--- src/dcfg_defs.svh ---
// offsets, field positions, reset values and timing counts of the datapath configuration bank
`ifndef DCFG_DEFS_SVH
`define DCFG_DEFS_SVH

`define DCFG_IDX_CLKPIN   8'h02
`define DCFG_IDX_CLKDLY   8'h03
`define DCFG_IDX_ROUTE    8'h04
`define DCFG_IDX_SYNC     8'h05
`define DCFG_IDX_PH_LO    8'h06
`define DCFG_IDX_PH_HI    8'h07
`define DCFG_IDX_FW0      8'h08
`define DCFG_IDX_FW1      8'h09
`define DCFG_IDX_FW2      8'h0a
`define DCFG_IDX_FW3      8'h0b

`define DCFG_OFF_CLKPIN   (`DCFG_IDX_CLKPIN << 2)
`define DCFG_OFF_CLKDLY   (`DCFG_IDX_CLKDLY << 2)
`define DCFG_OFF_ROUTE    (`DCFG_IDX_ROUTE << 2)
`define DCFG_OFF_SYNC     (`DCFG_IDX_SYNC << 2)
`define DCFG_OFF_PH_LO    (`DCFG_IDX_PH_LO << 2)
`define DCFG_OFF_PH_HI    (`DCFG_IDX_PH_HI << 2)
`define DCFG_OFF_FW0      (`DCFG_IDX_FW0 << 2)
`define DCFG_OFF_FW1      (`DCFG_IDX_FW1 << 2)
`define DCFG_OFF_FW2      (`DCFG_IDX_FW2 << 2)
`define DCFG_OFF_FW3      (`DCFG_IDX_FW3 << 2)
`define DCFG_OFF_SMP_A    8'h40
`define DCFG_OFF_SMP_B    8'h44
`define DCFG_OFF_SERDATA  8'h48
`define DCFG_OFF_STAT     8'h4c

`define DCFG_RST_CLKPIN   8'he1
`define DCFG_RST_CLKDLY   8'h00
`define DCFG_RST_ROUTE    8'h00
`define DCFG_RST_SYNC     8'h22

`define DCFG_B_DIFFCLK    7
`define DCFG_B_MAININ     6
`define DCFG_B_NEGIN      5
`define DCFG_B_SEFREEZE   4
`define DCFG_B_ISINC      3
`define DCFG_B_QOFS       2
`define DCFG_B_QCORR      1
`define DCFG_B_MIXER      0
`define DCFG_B_SERTEST    7
`define DCFG_B_ODLY_HI    6
`define DCFG_B_ODLY_LO    5
`define DCFG_B_BEQA       4
`define DCFG_B_AEQB       3
`define DCFG_B_REVA       1
`define DCFG_B_REVB       0
`define DCFG_B_FOURW      7
`define DCFG_B_SWSYNC     6
`define DCFG_B_DSYNC_EN   5
`define DCFG_B_DSYNC_SEL  4
`define DCFG_B_DSHIFT     2
`define DCFG_B_MIXGAIN    1

`define DCFG_DLY_STEP_NS  1.0
`define DCFG_CLK_NS       50.0
`define DCFG_DIV_LEN      4'd8

`endif

--- src/dcfg_pkg.sv ---
// types of the datapath configuration bank
package dcfg_pkg;
	typedef struct packed {
		logic [15:0] a;
		logic [15:0] b;
	} dcfg_pair_t;
	typedef enum logic [1:0] {
		DCFG_RT_NORMAL,
		DCFG_RT_BOTH_B,
		DCFG_RT_BOTH_A,
		DCFG_RT_SWAP
	} dcfg_route_t;
endpackage

--- src/dcfg_regs.sv ---
// datapath configuration register bank with axi4-lite slave
//
// Decided for this implementation: the AXI4-Lite interface to the registers.
`timescale 1ns/1ps
`include "dcfg_defs.svh"

module dcfg_regs
	import dcfg_pkg::*;
(
	// clock and reset
	input  wire logic        aclk,
	input  wire logic        aresetn,
	// axi4-lite write address, data and response
	input  wire logic [7:0]  s_axi_awaddr,
	input  wire logic        s_axi_awvalid,
	output logic             s_axi_awready,
	input  wire logic [31:0] s_axi_wdata,
	input  wire logic [3:0]  s_axi_wstrb,
	input  wire logic        s_axi_wvalid,
	output logic             s_axi_wready,
	output logic [1:0]       s_axi_bresp,
	output logic             s_axi_bvalid,
	input  wire logic        s_axi_bready,
	// axi4-lite read
	input  wire logic [7:0]  s_axi_araddr,
	input  wire logic        s_axi_arvalid,
	output logic             s_axi_arready,
	output logic [31:0]      s_axi_rdata,
	output logic [1:0]       s_axi_rresp,
	output logic             s_axi_rvalid,
	input  wire logic        s_axi_rready,
	// pins
	input  wire logic        sync_pin,
	input  wire logic        transmit_gate_pin,
	input  wire logic        pll_locked,
	input  wire logic        int_clock_gen,
	output logic             shared_clock_pin_o,
	output logic             shared_clock_pin_oe,
	output logic             shared_lock_clock_pin_o,
	output logic             shared_lock_clock_pin_oe,
	// clock control
	output logic             diff_clock_select,
	output logic             single_ended_clock_level,
	output logic [1:0]       diff_clock_delay,
	output logic [1:0]       se_clock_delay,
	output logic             four_wire_select,
	output logic             divider_sync_pulse,
	output logic [3:0]       divider_phase,
	// datapath
	output logic [15:0]      dac_a_out,
	output logic [15:0]      dac_b_out,
	output logic [15:0]      nco_lut_addr
);

	////////////////////////////////////////////////////////////////
	// registers
	logic [7:0]  clkpin_r, clkdly_r, route_r, sync_r;
	logic [15:0] phofs_r, serdata_r;
	logic [31:0] fword_r;
	dcfg_pair_t  smp_in_r;
	logic [7:0]  aw_addr_r, ar_addr_r;
	logic        aw_have_r, w_have_r;
	logic [31:0] w_data_r;
	logic [3:0]  w_strb_r;
	logic        do_wr;

	function automatic logic mapped(input logic [7:0] a);
		case (a)
			`DCFG_OFF_CLKPIN, `DCFG_OFF_CLKDLY, `DCFG_OFF_ROUTE, `DCFG_OFF_SYNC,
			`DCFG_OFF_PH_LO, `DCFG_OFF_PH_HI, `DCFG_OFF_FW0, `DCFG_OFF_FW1,
			`DCFG_OFF_FW2, `DCFG_OFF_FW3, `DCFG_OFF_SMP_A, `DCFG_OFF_SMP_B,
			`DCFG_OFF_SERDATA, `DCFG_OFF_STAT: mapped = 1'b1;
			default: mapped = 1'b0;
		endcase
	endfunction

	function automatic logic [15:0] rev16(input logic [15:0] v);
		for (int i = 0; i < 16; i++) begin
			rev16[i] = v[15-i];
		end
	endfunction

	////////////////////////////////////////////////////////////////
	// axi write channel
	assign do_wr = aw_have_r && w_have_r && !s_axi_bvalid;

	always_ff @(posedge aclk) begin
		if (!aresetn) begin
			aw_have_r     <= 1'b0;
			w_have_r      <= 1'b0;
			aw_addr_r     <= 8'h00;
			w_data_r      <= 32'h0000_0000;
			w_strb_r      <= 4'h0;
			s_axi_awready <= 1'b0;
			s_axi_wready  <= 1'b0;
			s_axi_bvalid  <= 1'b0;
			s_axi_bresp   <= 2'b00;
		end else begin
			s_axi_awready <= !aw_have_r && !s_axi_awready && s_axi_awvalid;
			s_axi_wready  <= !w_have_r && !s_axi_wready && s_axi_wvalid;
			if (s_axi_awvalid && s_axi_awready) begin
				aw_have_r <= 1'b1;
				aw_addr_r <= s_axi_awaddr;
			end
			if (s_axi_wvalid && s_axi_wready) begin
				w_have_r <= 1'b1;
				w_data_r <= s_axi_wdata;
				w_strb_r <= s_axi_wstrb;
			end
			if (do_wr) begin
				aw_have_r    <= 1'b0;
				w_have_r     <= 1'b0;
				s_axi_bvalid <= 1'b1;
				s_axi_bresp  <= mapped(aw_addr_r) ? 2'b00 : 2'b10;
			end else if (s_axi_bvalid && s_axi_bready) begin
				s_axi_bvalid <= 1'b0;
			end
		end
	end

	////////////////////////////////////////////////////////////////
	// register writes
	always_ff @(posedge aclk) begin
		if (!aresetn) begin
			clkpin_r  <= `DCFG_RST_CLKPIN;
			clkdly_r  <= `DCFG_RST_CLKDLY;
			route_r   <= `DCFG_RST_ROUTE;
			sync_r    <= `DCFG_RST_SYNC;
			phofs_r   <= 16'h0000;
			fword_r   <= 32'h0000_0000;
			serdata_r <= 16'h0000;
			smp_in_r  <= '0;
		end else if (do_wr) begin
			if (w_strb_r[0]) begin
				case (aw_addr_r)
					`DCFG_OFF_CLKPIN:  clkpin_r <= w_data_r[7:0];
					`DCFG_OFF_CLKDLY:  clkdly_r <= {w_data_r[7:4], 4'h0};
					`DCFG_OFF_ROUTE:   route_r  <= {w_data_r[7:3], 1'b0, w_data_r[1:0]};
					`DCFG_OFF_SYNC:    sync_r   <= {w_data_r[7:4], 1'b0, w_data_r[2:1], 1'b0};
					`DCFG_OFF_PH_LO:   phofs_r[7:0]    <= w_data_r[7:0];
					`DCFG_OFF_PH_HI:   phofs_r[15:8]   <= w_data_r[7:0];
					`DCFG_OFF_FW0:     fword_r[7:0]    <= w_data_r[7:0];
					`DCFG_OFF_FW1:     fword_r[15:8]   <= w_data_r[7:0];
					`DCFG_OFF_FW2:     fword_r[23:16]  <= w_data_r[7:0];
					`DCFG_OFF_FW3:     fword_r[31:24]  <= w_data_r[7:0];
					`DCFG_OFF_SMP_A:   smp_in_r.a[7:0] <= w_data_r[7:0];
					`DCFG_OFF_SMP_B:   smp_in_r.b[7:0] <= w_data_r[7:0];
					`DCFG_OFF_SERDATA: serdata_r[7:0]  <= w_data_r[7:0];
					default: ;
				endcase
			end
			if (w_strb_r[1]) begin
				case (aw_addr_r)
					`DCFG_OFF_SMP_A:   smp_in_r.a[15:8] <= w_data_r[15:8];
					`DCFG_OFF_SMP_B:   smp_in_r.b[15:8] <= w_data_r[15:8];
					`DCFG_OFF_SERDATA: serdata_r[15:8]  <= w_data_r[15:8];
					default: ;
				endcase
			end
		end
	end

	////////////////////////////////////////////////////////////////
	// axi read channel
	logic [31:0] rd_mux;
	always_comb begin
		case (ar_addr_r)
			`DCFG_OFF_CLKPIN:  rd_mux = {24'h0, clkpin_r};
			`DCFG_OFF_CLKDLY:  rd_mux = {24'h0, clkdly_r};
			`DCFG_OFF_ROUTE:   rd_mux = {24'h0, route_r};
			`DCFG_OFF_SYNC:    rd_mux = {24'h0, sync_r};
			`DCFG_OFF_PH_LO:   rd_mux = {24'h0, phofs_r[7:0]};
			`DCFG_OFF_PH_HI:   rd_mux = {24'h0, phofs_r[15:8]};
			`DCFG_OFF_FW0:     rd_mux = {24'h0, fword_r[7:0]};
			`DCFG_OFF_FW1:     rd_mux = {24'h0, fword_r[15:8]};
			`DCFG_OFF_FW2:     rd_mux = {24'h0, fword_r[23:16]};
			`DCFG_OFF_FW3:     rd_mux = {24'h0, fword_r[31:24]};
			`DCFG_OFF_SMP_A:   rd_mux = {16'h0, smp_in_r.a};
			`DCFG_OFF_SMP_B:   rd_mux = {16'h0, smp_in_r.b};
			`DCFG_OFF_SERDATA: rd_mux = {16'h0, serdata_r};
			`DCFG_OFF_STAT:    rd_mux = {12'h0, divider_phase, nco_lut_addr};
			default:           rd_mux = 32'h0000_0000;
		endcase
	end

	logic ar_have_r;
	always_ff @(posedge aclk) begin
		if (!aresetn) begin
			ar_have_r     <= 1'b0;
			ar_addr_r     <= 8'h00;
			s_axi_arready <= 1'b0;
			s_axi_rvalid  <= 1'b0;
			s_axi_rdata   <= 32'h0000_0000;
			s_axi_rresp   <= 2'b00;
		end else begin
			s_axi_arready <= !ar_have_r && !s_axi_arready && !s_axi_rvalid && s_axi_arvalid;
			if (s_axi_arvalid && s_axi_arready) begin
				ar_have_r <= 1'b1;
				ar_addr_r <= s_axi_araddr;
			end
			if (ar_have_r) begin
				ar_have_r    <= 1'b0;
				s_axi_rvalid <= 1'b1;
				s_axi_rdata  <= rd_mux;
				s_axi_rresp  <= mapped(ar_addr_r) ? 2'b00 : 2'b10;
			end else if (s_axi_rvalid && s_axi_rready) begin
				s_axi_rvalid <= 1'b0;
			end
		end
	end

	////////////////////////////////////////////////////////////////
	// pin synchronisers
	logic [1:0] sync_meta_r, sync_s_r;
	logic       sel_d_r, swsync_d_r;
	always_ff @(posedge aclk) begin
		if (!aresetn) begin
			sync_meta_r <= 2'b00;
			sync_s_r    <= 2'b00;
		end else begin
			sync_meta_r <= {transmit_gate_pin, sync_pin};
			sync_s_r    <= sync_meta_r;
		end
	end

	////////////////////////////////////////////////////////////////
	// clock pin control
	always_ff @(posedge aclk) begin
		if (!aresetn) begin
			diff_clock_select        <= 1'b1;
			single_ended_clock_level <= 1'b1;
			shared_clock_pin_o       <= 1'b0;
			shared_clock_pin_oe      <= 1'b0;
			shared_lock_clock_pin_o  <= 1'b0;
			shared_lock_clock_pin_oe <= 1'b0;
		end else begin
			diff_clock_select        <= clkpin_r[`DCFG_B_DIFFCLK];
			single_ended_clock_level <= clkpin_r[`DCFG_B_SEFREEZE] ? 1'b1 : int_clock_gen;
			shared_clock_pin_oe      <= !clkpin_r[`DCFG_B_MAININ];
			shared_clock_pin_o       <= int_clock_gen;
			shared_lock_clock_pin_oe <= !clkpin_r[`DCFG_B_NEGIN];
			shared_lock_clock_pin_o  <= pll_locked;
		end
	end

	////////////////////////////////////////////////////////////////
	// clock delays and serial width
	always_ff @(posedge aclk) begin
		if (!aresetn) begin
			diff_clock_delay <= 2'b00;
			se_clock_delay   <= 2'b00;
			four_wire_select <= 1'b0;
		end else begin
			diff_clock_delay <= clkdly_r[7:6];
			se_clock_delay   <= clkdly_r[5:4];
			four_wire_select <= sync_r[`DCFG_B_FOURW];
		end
	end

	////////////////////////////////////////////////////////////////
	// divider sync and slip
	logic sel_s;
	logic sel_rise;
	assign sel_s = sync_r[`DCFG_B_DSYNC_SEL] ? sync_s_r[1] : sync_s_r[0];
	assign sel_rise = sel_s && !sel_d_r;
	always_ff @(posedge aclk) begin
		if (!aresetn) begin
			sel_d_r            <= 1'b0;
			swsync_d_r         <= 1'b0;
			divider_sync_pulse <= 1'b0;
			divider_phase      <= 4'h0;
		end else begin
			sel_d_r    <= sel_s;
			swsync_d_r <= sync_r[`DCFG_B_SWSYNC];
			divider_sync_pulse <= (sync_r[`DCFG_B_DSYNC_EN] && sel_rise)
				|| (sync_r[`DCFG_B_SWSYNC] && !swsync_d_r);
			if (sync_r[`DCFG_B_DSYNC_EN] && sel_rise && !sync_r[`DCFG_B_DSHIFT]) begin
				divider_phase <= 4'h0;
			end else if (sync_r[`DCFG_B_DSHIFT] && sel_rise) begin
				divider_phase <= divider_phase;
			end else if (divider_phase == `DCFG_DIV_LEN - 4'd1) begin
				divider_phase <= 4'h0;
			end else begin
				divider_phase <= divider_phase + 4'd1;
			end
		end
	end

	////////////////////////////////////////////////////////////////
	// oscillator
	logic [31:0] acc_r;
	always_ff @(posedge aclk) begin
		if (!aresetn) begin
			acc_r        <= 32'h0000_0000;
			nco_lut_addr <= 16'h0000;
		end else begin
			acc_r        <= acc_r + fword_r;
			nco_lut_addr <= acc_r[31:16] + phofs_r;
		end
	end

	////////////////////////////////////////////////////////////////
	// datapath
	dcfg_pair_t  s0, s1, s2, s3;
	dcfg_pair_t  dly_r [3];
	dcfg_route_t rt;
	logic signed [16:0] mix_a, mix_b;
	always_comb begin
		s0.a = route_r[`DCFG_B_REVA] ? rev16(smp_in_r.a) : smp_in_r.a;
		s0.b = route_r[`DCFG_B_REVB] ? rev16(smp_in_r.b) : smp_in_r.b;
		s1.a = s0.a + (clkpin_r[`DCFG_B_QOFS] ? 16'h0001 : 16'h0000);
		s1.b = s0.b + (clkpin_r[`DCFG_B_QOFS] ? 16'h0001 : 16'h0000);
		s1.a = clkpin_r[`DCFG_B_QCORR] ? s1.a - {{3{s1.b[15]}}, s1.b[15:3]} : s1.a;
		s1.a = clkpin_r[`DCFG_B_ISINC] ? s1.a + {{4{s1.a[15]}}, s1.a[15:4]} : s1.a;
		s1.b = clkpin_r[`DCFG_B_ISINC] ? s1.b + {{4{s1.b[15]}}, s1.b[15:4]} : s1.b;
		mix_a = clkpin_r[`DCFG_B_MIXER] && nco_lut_addr[15] ? -$signed({s1.a[15], s1.a}) : $signed({s1.a[15], s1.a});
		mix_b = clkpin_r[`DCFG_B_MIXER] && nco_lut_addr[15] ? -$signed({s1.b[15], s1.b}) : $signed({s1.b[15], s1.b});
		s2.a = (clkpin_r[`DCFG_B_MIXER] && sync_r[`DCFG_B_MIXGAIN]) ? 16'(mix_a <<< 1) : 16'(mix_a);
		s2.b = (clkpin_r[`DCFG_B_MIXER] && sync_r[`DCFG_B_MIXGAIN]) ? 16'(mix_b <<< 1) : 16'(mix_b);
		rt = dcfg_route_t'({route_r[`DCFG_B_BEQA], route_r[`DCFG_B_AEQB]});
		unique case (rt)
			DCFG_RT_NORMAL: s3 = s2;
			DCFG_RT_BOTH_B: s3 = '{a: s2.b, b: s2.b};
			DCFG_RT_BOTH_A: s3 = '{a: s2.a, b: s2.a};
			DCFG_RT_SWAP:   s3 = '{a: s2.b, b: s2.a};
		endcase
		if (route_r[`DCFG_B_SERTEST]) begin
			s3 = '{a: serdata_r, b: serdata_r};
		end
	end

	always_ff @(posedge aclk) begin
		if (!aresetn) begin
			dly_r[0] <= '0;
			dly_r[1] <= '0;
			dly_r[2] <= '0;
		end else begin
			dly_r[0] <= s3;
			dly_r[1] <= dly_r[0];
			dly_r[2] <= dly_r[1];
		end
	end

	////////////////////////////////////////////////////////////////
	// converter outputs
	always_ff @(posedge aclk) begin
		if (!aresetn) begin
			dac_a_out <= 16'h0000;
			dac_b_out <= 16'h0000;
		end else begin
			unique case (route_r[`DCFG_B_ODLY_HI:`DCFG_B_ODLY_LO])
				2'd0: {dac_a_out, dac_b_out} <= s3;
				2'd1: {dac_a_out, dac_b_out} <= dly_r[0];
				2'd2: {dac_a_out, dac_b_out} <= dly_r[1];
				2'd3: {dac_a_out, dac_b_out} <= dly_r[2];
			endcase
		end
	end

endmodule

--- config.mk ---
export PLATFORM = sky130hd
export DESIGN_NAME = dcfg_regs
export DESIGN_NICKNAME = d
export VERILOG_FILES = /design/src/dcfg_pkg.sv /design/src/dcfg_regs.sv
export VERILOG_INCLUDE_DIRS = /design/src /design/src/src
export SDC_FILE = /design/constraint.sdc
export NUM_CORES = 1
export LEC_CHECK = 0
export BUFFER_PORTS_ARGS = -buffer_cell sky130_fd_sc_hd__buf_4
export CAP_MARGIN = 20
export CORE_ASPECT_RATIO = 0.9
export CORE_MARGIN = 1.5
export CORE_UTILIZATION = 55
export DETAILED_ROUTE_END_ITERATION = 6
export GPL_TIMING_DRIVEN = 0
export PLACE_DENSITY = 0.84
export SLEW_MARGIN = 20
export SYNTH_ARGS = -nofsm -noshare
export SYNTH_HDL_FRONTEND = slang
export SYNTH_SLANG_ARGS = --single-unit
--- constraint.sdc ---
create_clock -name aclk -period 6.8 [get_ports aclk]
set_input_delay 1.36 -clock aclk [delete_from_list [all_inputs] [get_ports aclk]]
set_output_delay 1.36 -clock aclk [all_outputs]
set_load 0.1 [all_outputs]
# Word-level counts from Yosys, hierarchy flattened
# Memories as Yosys holds them, arrays and structs flattened.
# Index checks and enable logic that the tools add are counted.
# W data, S select, Z words.
# classes
addsub	10
eq_ne	35
muxes	35
bitwise_logic	4
n_reduce_logical	61
# ops
op	n
$pmux W20 S14	1
$mux W16	9
$mux W32	4
$pmux W16 S4	2
$pmux W32 S4	1
$add A16 B16 Y16	4
$eq A8 B5 Y1 const B	8
$eq A8 B6 Y1 const B	8
$eq A8 B7 Y1 const B	8
$reduce_and A3 Y1	16
$add A32 B32 Y32	1
$eq A8 B4 Y1 const B	4
$neg A16 Y16	2
$reduce_or A14 Y1	2
$logic_and A1 B1 Y1	21
$add A16 B1 Y16	1
$sub A16 B16 Y16	1
$mux W1	15
$logic_not A1 Y1	13
$eq A2 B2 Y1 const B	4
$reduce_or A2 Y1	4
$add A4 B1 Y4 const B	1
$eq A2 B1 Y1 const B	2
$eq A4 B3 Y1 const B	1
7 further kinds	12
# word_totals
ff_bits	301
ram_bits	96
input_bits	63
out_inout_bits	105
wordCells	196
n_memories	1
# mem_list
memory	depth	word_bits	rd	rd_ports_with_merged_regs	write_ports	line_no	source
dly_r	3	32	3	0	3	dcfg_regs.sv:305	dcfg_pair_t dly_r [3];

# Logic depth before layout (Yosys ltp)
# logic_depth
depth_word	12
depth_mapped	39
ltp_nobuf	35

# Worst setup path before layout
# OpenSTA, ideal clock, no wires.
# synth_timing
path_type	reg2reg
from	reg route_r[0]
to	mem dly_r[0][31] (netlist name)
setup_time_ns	0.137
arrival_time_ns	7.449
required_ns	6.663
setup_slack_ns	-0.785
stages_incl_launch_ff	37
path_buffers	4
period_less_slack_ns	7.585
cell_sequence	dfxtp_1 > buf_6 > buf_12 > buf_2 > clkbuf_1 > mux2_2 > ha_1 > ha_1 > nand4b_1 > a211oi_2 > xnor2_2 > inv_2 > ha_1 > a21oi_1 > nand2b_1 > a21oi_1 > o21ai_1 > and3_1 > o21ai_1 > xnor2_1 > ha_1 > a21oi_1 > o21bai_1 > a21oi_1 > o21bai_1 > a21oi_1 > o21ai_0 > a31oi_1 > inv_1 > or4_1 > nand4_2 > xnor2_1 > or4_4 > o31ai_4 > xnor2_1 > a221oi_2 > a211oi_1
# synth_rtl
item	line_no	source
start: declaration	dcfg_regs.sv:57	logic [7:0] clkpin_r, clkdly_r, route_r, sync_r;
start signal: assignment	dcfg_regs.sv:127	route_r <= `DCFG_RST_ROUTE;
start signal: assignment	dcfg_regs.sv:138	`DCFG_OFF_ROUTE: route_r <= {w_data_r[7:3], 1'b0, w_data_r[1:0]};
end: declaration	dcfg_regs.sv:305	

==> run metrics <==
setup ws final=-233.3 ps; worst-case reg-to-reg path depth=37; Post-synth ARST share=0%; core area=between 30000 and 40000 sq um; post-route ant nets=0; max-slew violations=0; final setup vio count=22; DRC Markers=0; Longest Clk Path Bufs=3; critical path type=reg -> reg; Routed WL=75.67 mm; Final nets=between 2000 and 3000; Die Area=approximately 40000 sq um; pre-CTS setup slack=-1302 ps; IO buf count=~130; WHS Path Cells=1; number of flops mapped to enable cells by yosys=0; die width=211.1 um; initial antenna violation count=1; via count=~21000; Synth Instances=2531; clk_skew=between 20 and 30 ps; Cell Area, Synth=between 20000 and 25000 sq um; CP arrival=approximately 7500 ps; crit end category=flop; Tot GR Track Use=36.37%; post-synthesis area per instance=~8.5 sq um; commonest non-fill, non-tap cells in the layout=dfxtp_1 (381), nor2_1 (301), nand2_1 (235); share of cells above drive strength 1=a little under a fifth; diode count=0; leakage power=between 0.01 and 0.015 uW; Placed Area=between 20000 and 25000 sq um; Syn. warnings=0; starting density of the core=between 50% and 60%; Max-cap violations=0; transition time at the pin with the least slew margin=roughly 1100 ps; CP peak stage delay=between 400 and 500 ps; minimum clock period=7033 ps; first-pass GRT wire length=113.4 mm; Hold/Removal Path Class=reg -> reg; initial drt markers=between 2000 and 2500; uppermost layer routed=met4; total CTS buffers=41; DP Cell Count=between 3000 and 4000; final hold vios=0; post-DR wirelength/cell=around 23 um; CP required=around 7200 ps; PwrDens=about 180 nW/um^2; Reg2Reg Setup Slack=-230 ps; Vias/cell=about 6.4; VDD IR max=about 0.16 mV; fmax=142.2 MHz; design area=roughly 26000 sq um; die height=between 150 and 200 um; RSZ-0062 raised after global routing=true; Syn-to-layout area delta=21.70%; Yosys cell types=97; Tcrit/Tclk final=103.4%; number of detailed-route iterations in the first pass=7; crit-path max FO=5; largest net degree at the start of global routing=14; GR Overflow Total=0; Root Buffer Master=clkbuf_16; worst skew pair latency=between 500 and 600 ps; final std cells w/o fill=around 3400; Synth Register Bits=383; Most used DFF post-synth=dfxtp_1; post-synthesis sequential area ratio=a little over a third; M1 WL=roughly 30 mm; DPL Wire Length=55.79 mm; CTS sink cnt=roughly 380; CTS tree=done; Final Util=about two thirds; met2 WL post-DR=33.46 mm; failing checks=setup timing; Max H-tree Level=2; vias in the first global route=20038; Rows=68; WL met3=around 7.8 mm; Top Ports=168; clock slew at reported path FFs=~60 ps; status=finished, violations left; slowest library cell on the worst path=or4_4; GP Congestion=approximately 1.0; commonest non-fill, non-tap cell in the layout=dfxtp_1; worst rel slew slack=23.39%; Startpoint Class=flop
-- worst max-delay path: cells and delay by family, from the launching register on --
kind / cells / cell delay (ps)
AO/OA/AOI/OAI: 16 / 2550
XOR/XNOR: 3 / 380
adder cells (fa/ha/maj): 4 / 890
buffers and inverters: 7 / 930
flip-flops: 1 / 360
multiplexers: 1 / 210
AND/OR/NAND/NOR: 6 / 1540
-- metrics by stage --
stage	TNS (ps)	hold WS, ps	power [uW]
global route	-8741	464.4	4694
CTS	-2996	440.4	4581
floorplan	-2.569	411.9	2451
finish	-2409	439.7	4588
global placement	-30110	423.2	2521
detailed placement	-35510	421.7	2525
-- area by class of cell --
class | instances | area, sq um
multi-input cells | 1948 | 13950
plain buffers | 146 | 658.1
well taps | 525 | 656.9
clock buffers | 55 | 1129
repair buffers | 219 | 1664
flip-flops and latches | 383 | 7672
clock inverters | 16 | 106.4
fillers | 2892 | 12290
inverters | 64 | 245.2
-- Yosys cell counts (22+ instances only) --
master,instances,area share [%]
a21oi_1,150,3.5
a221oi_1,37,1.5
a22o_1,32,1.3
a31oi_1,30,0.88
and2_1,123,3.6
clkbuf_1,117,2.0
dfxtp_1,383,36
ha_1,87,5.1
inv_1,58,1.0
mux2i_1,183,8.5
nand2_1,241,4.2
nand2b_1,22,0.64
nand3_1,58,1.4
nor2_1,306,5.4
nor3_1,45,1.1
o21ai_0,114,2.7
or3_1,22,0.64
xnor2_1,79,3.2
xor2_1,38,1.6
-- logic make-up after synthesis --
group                      after synthesis  share of synthesized area [%]
adders and majority gates               94                          5.593
muxes                                  215                          10.81
DFF                                    383                          35.78
buffers and inverters                  213                          4.110
other                                    1                        0.01750
AOI/OAI and AO/OA                      578                          18.01
and+or+nand+nor                        927                          20.64
xor gates and xnor gates               120                          5.044
-- where the power goes --
| group | internal (uW) | switching, uW |
|---|---|---|
| Clock | 1170 | 934 |
| Combinational | 49.1 | 164 |
| Sequential | 2260 | 13.2 |
-- path summary, 6_finish.rpt --
path	startpoint	to
worst max-delay path	route_r[0]	dly_r[0][31]
worst min-delay path	clkpin_r[5]	shared_lock_clock_pin_oe
worst min register to register	clkpin_r[5]	shared_lock_clock_pin_oe
worst max register to register	route_r[0]	dly_r[0][31]
-- state kept, by name (all words and copies together), names as in the netlist, 20 cells and up --
register,count
acc_r,32
dly_r,96
fword_r,32
s_axi_rdata,20
smp_in_r,32
-- metal layers --
metal,vias to the layer above,track usage (%)
met5,-,0
met4,0,19.12
met3,319,8.333
met2,1228,56.79
met1,10259,46.90
li1,9537,-
-- repair_timing --
action,in CTS,in global routing
buffers inserted,50,35
hold buffers,0,0
resized for setup,105,84
setup endpoints to repair,47,43
pin swaps,68,77
No activity file was read; power rests on OpenSTA's default activity.
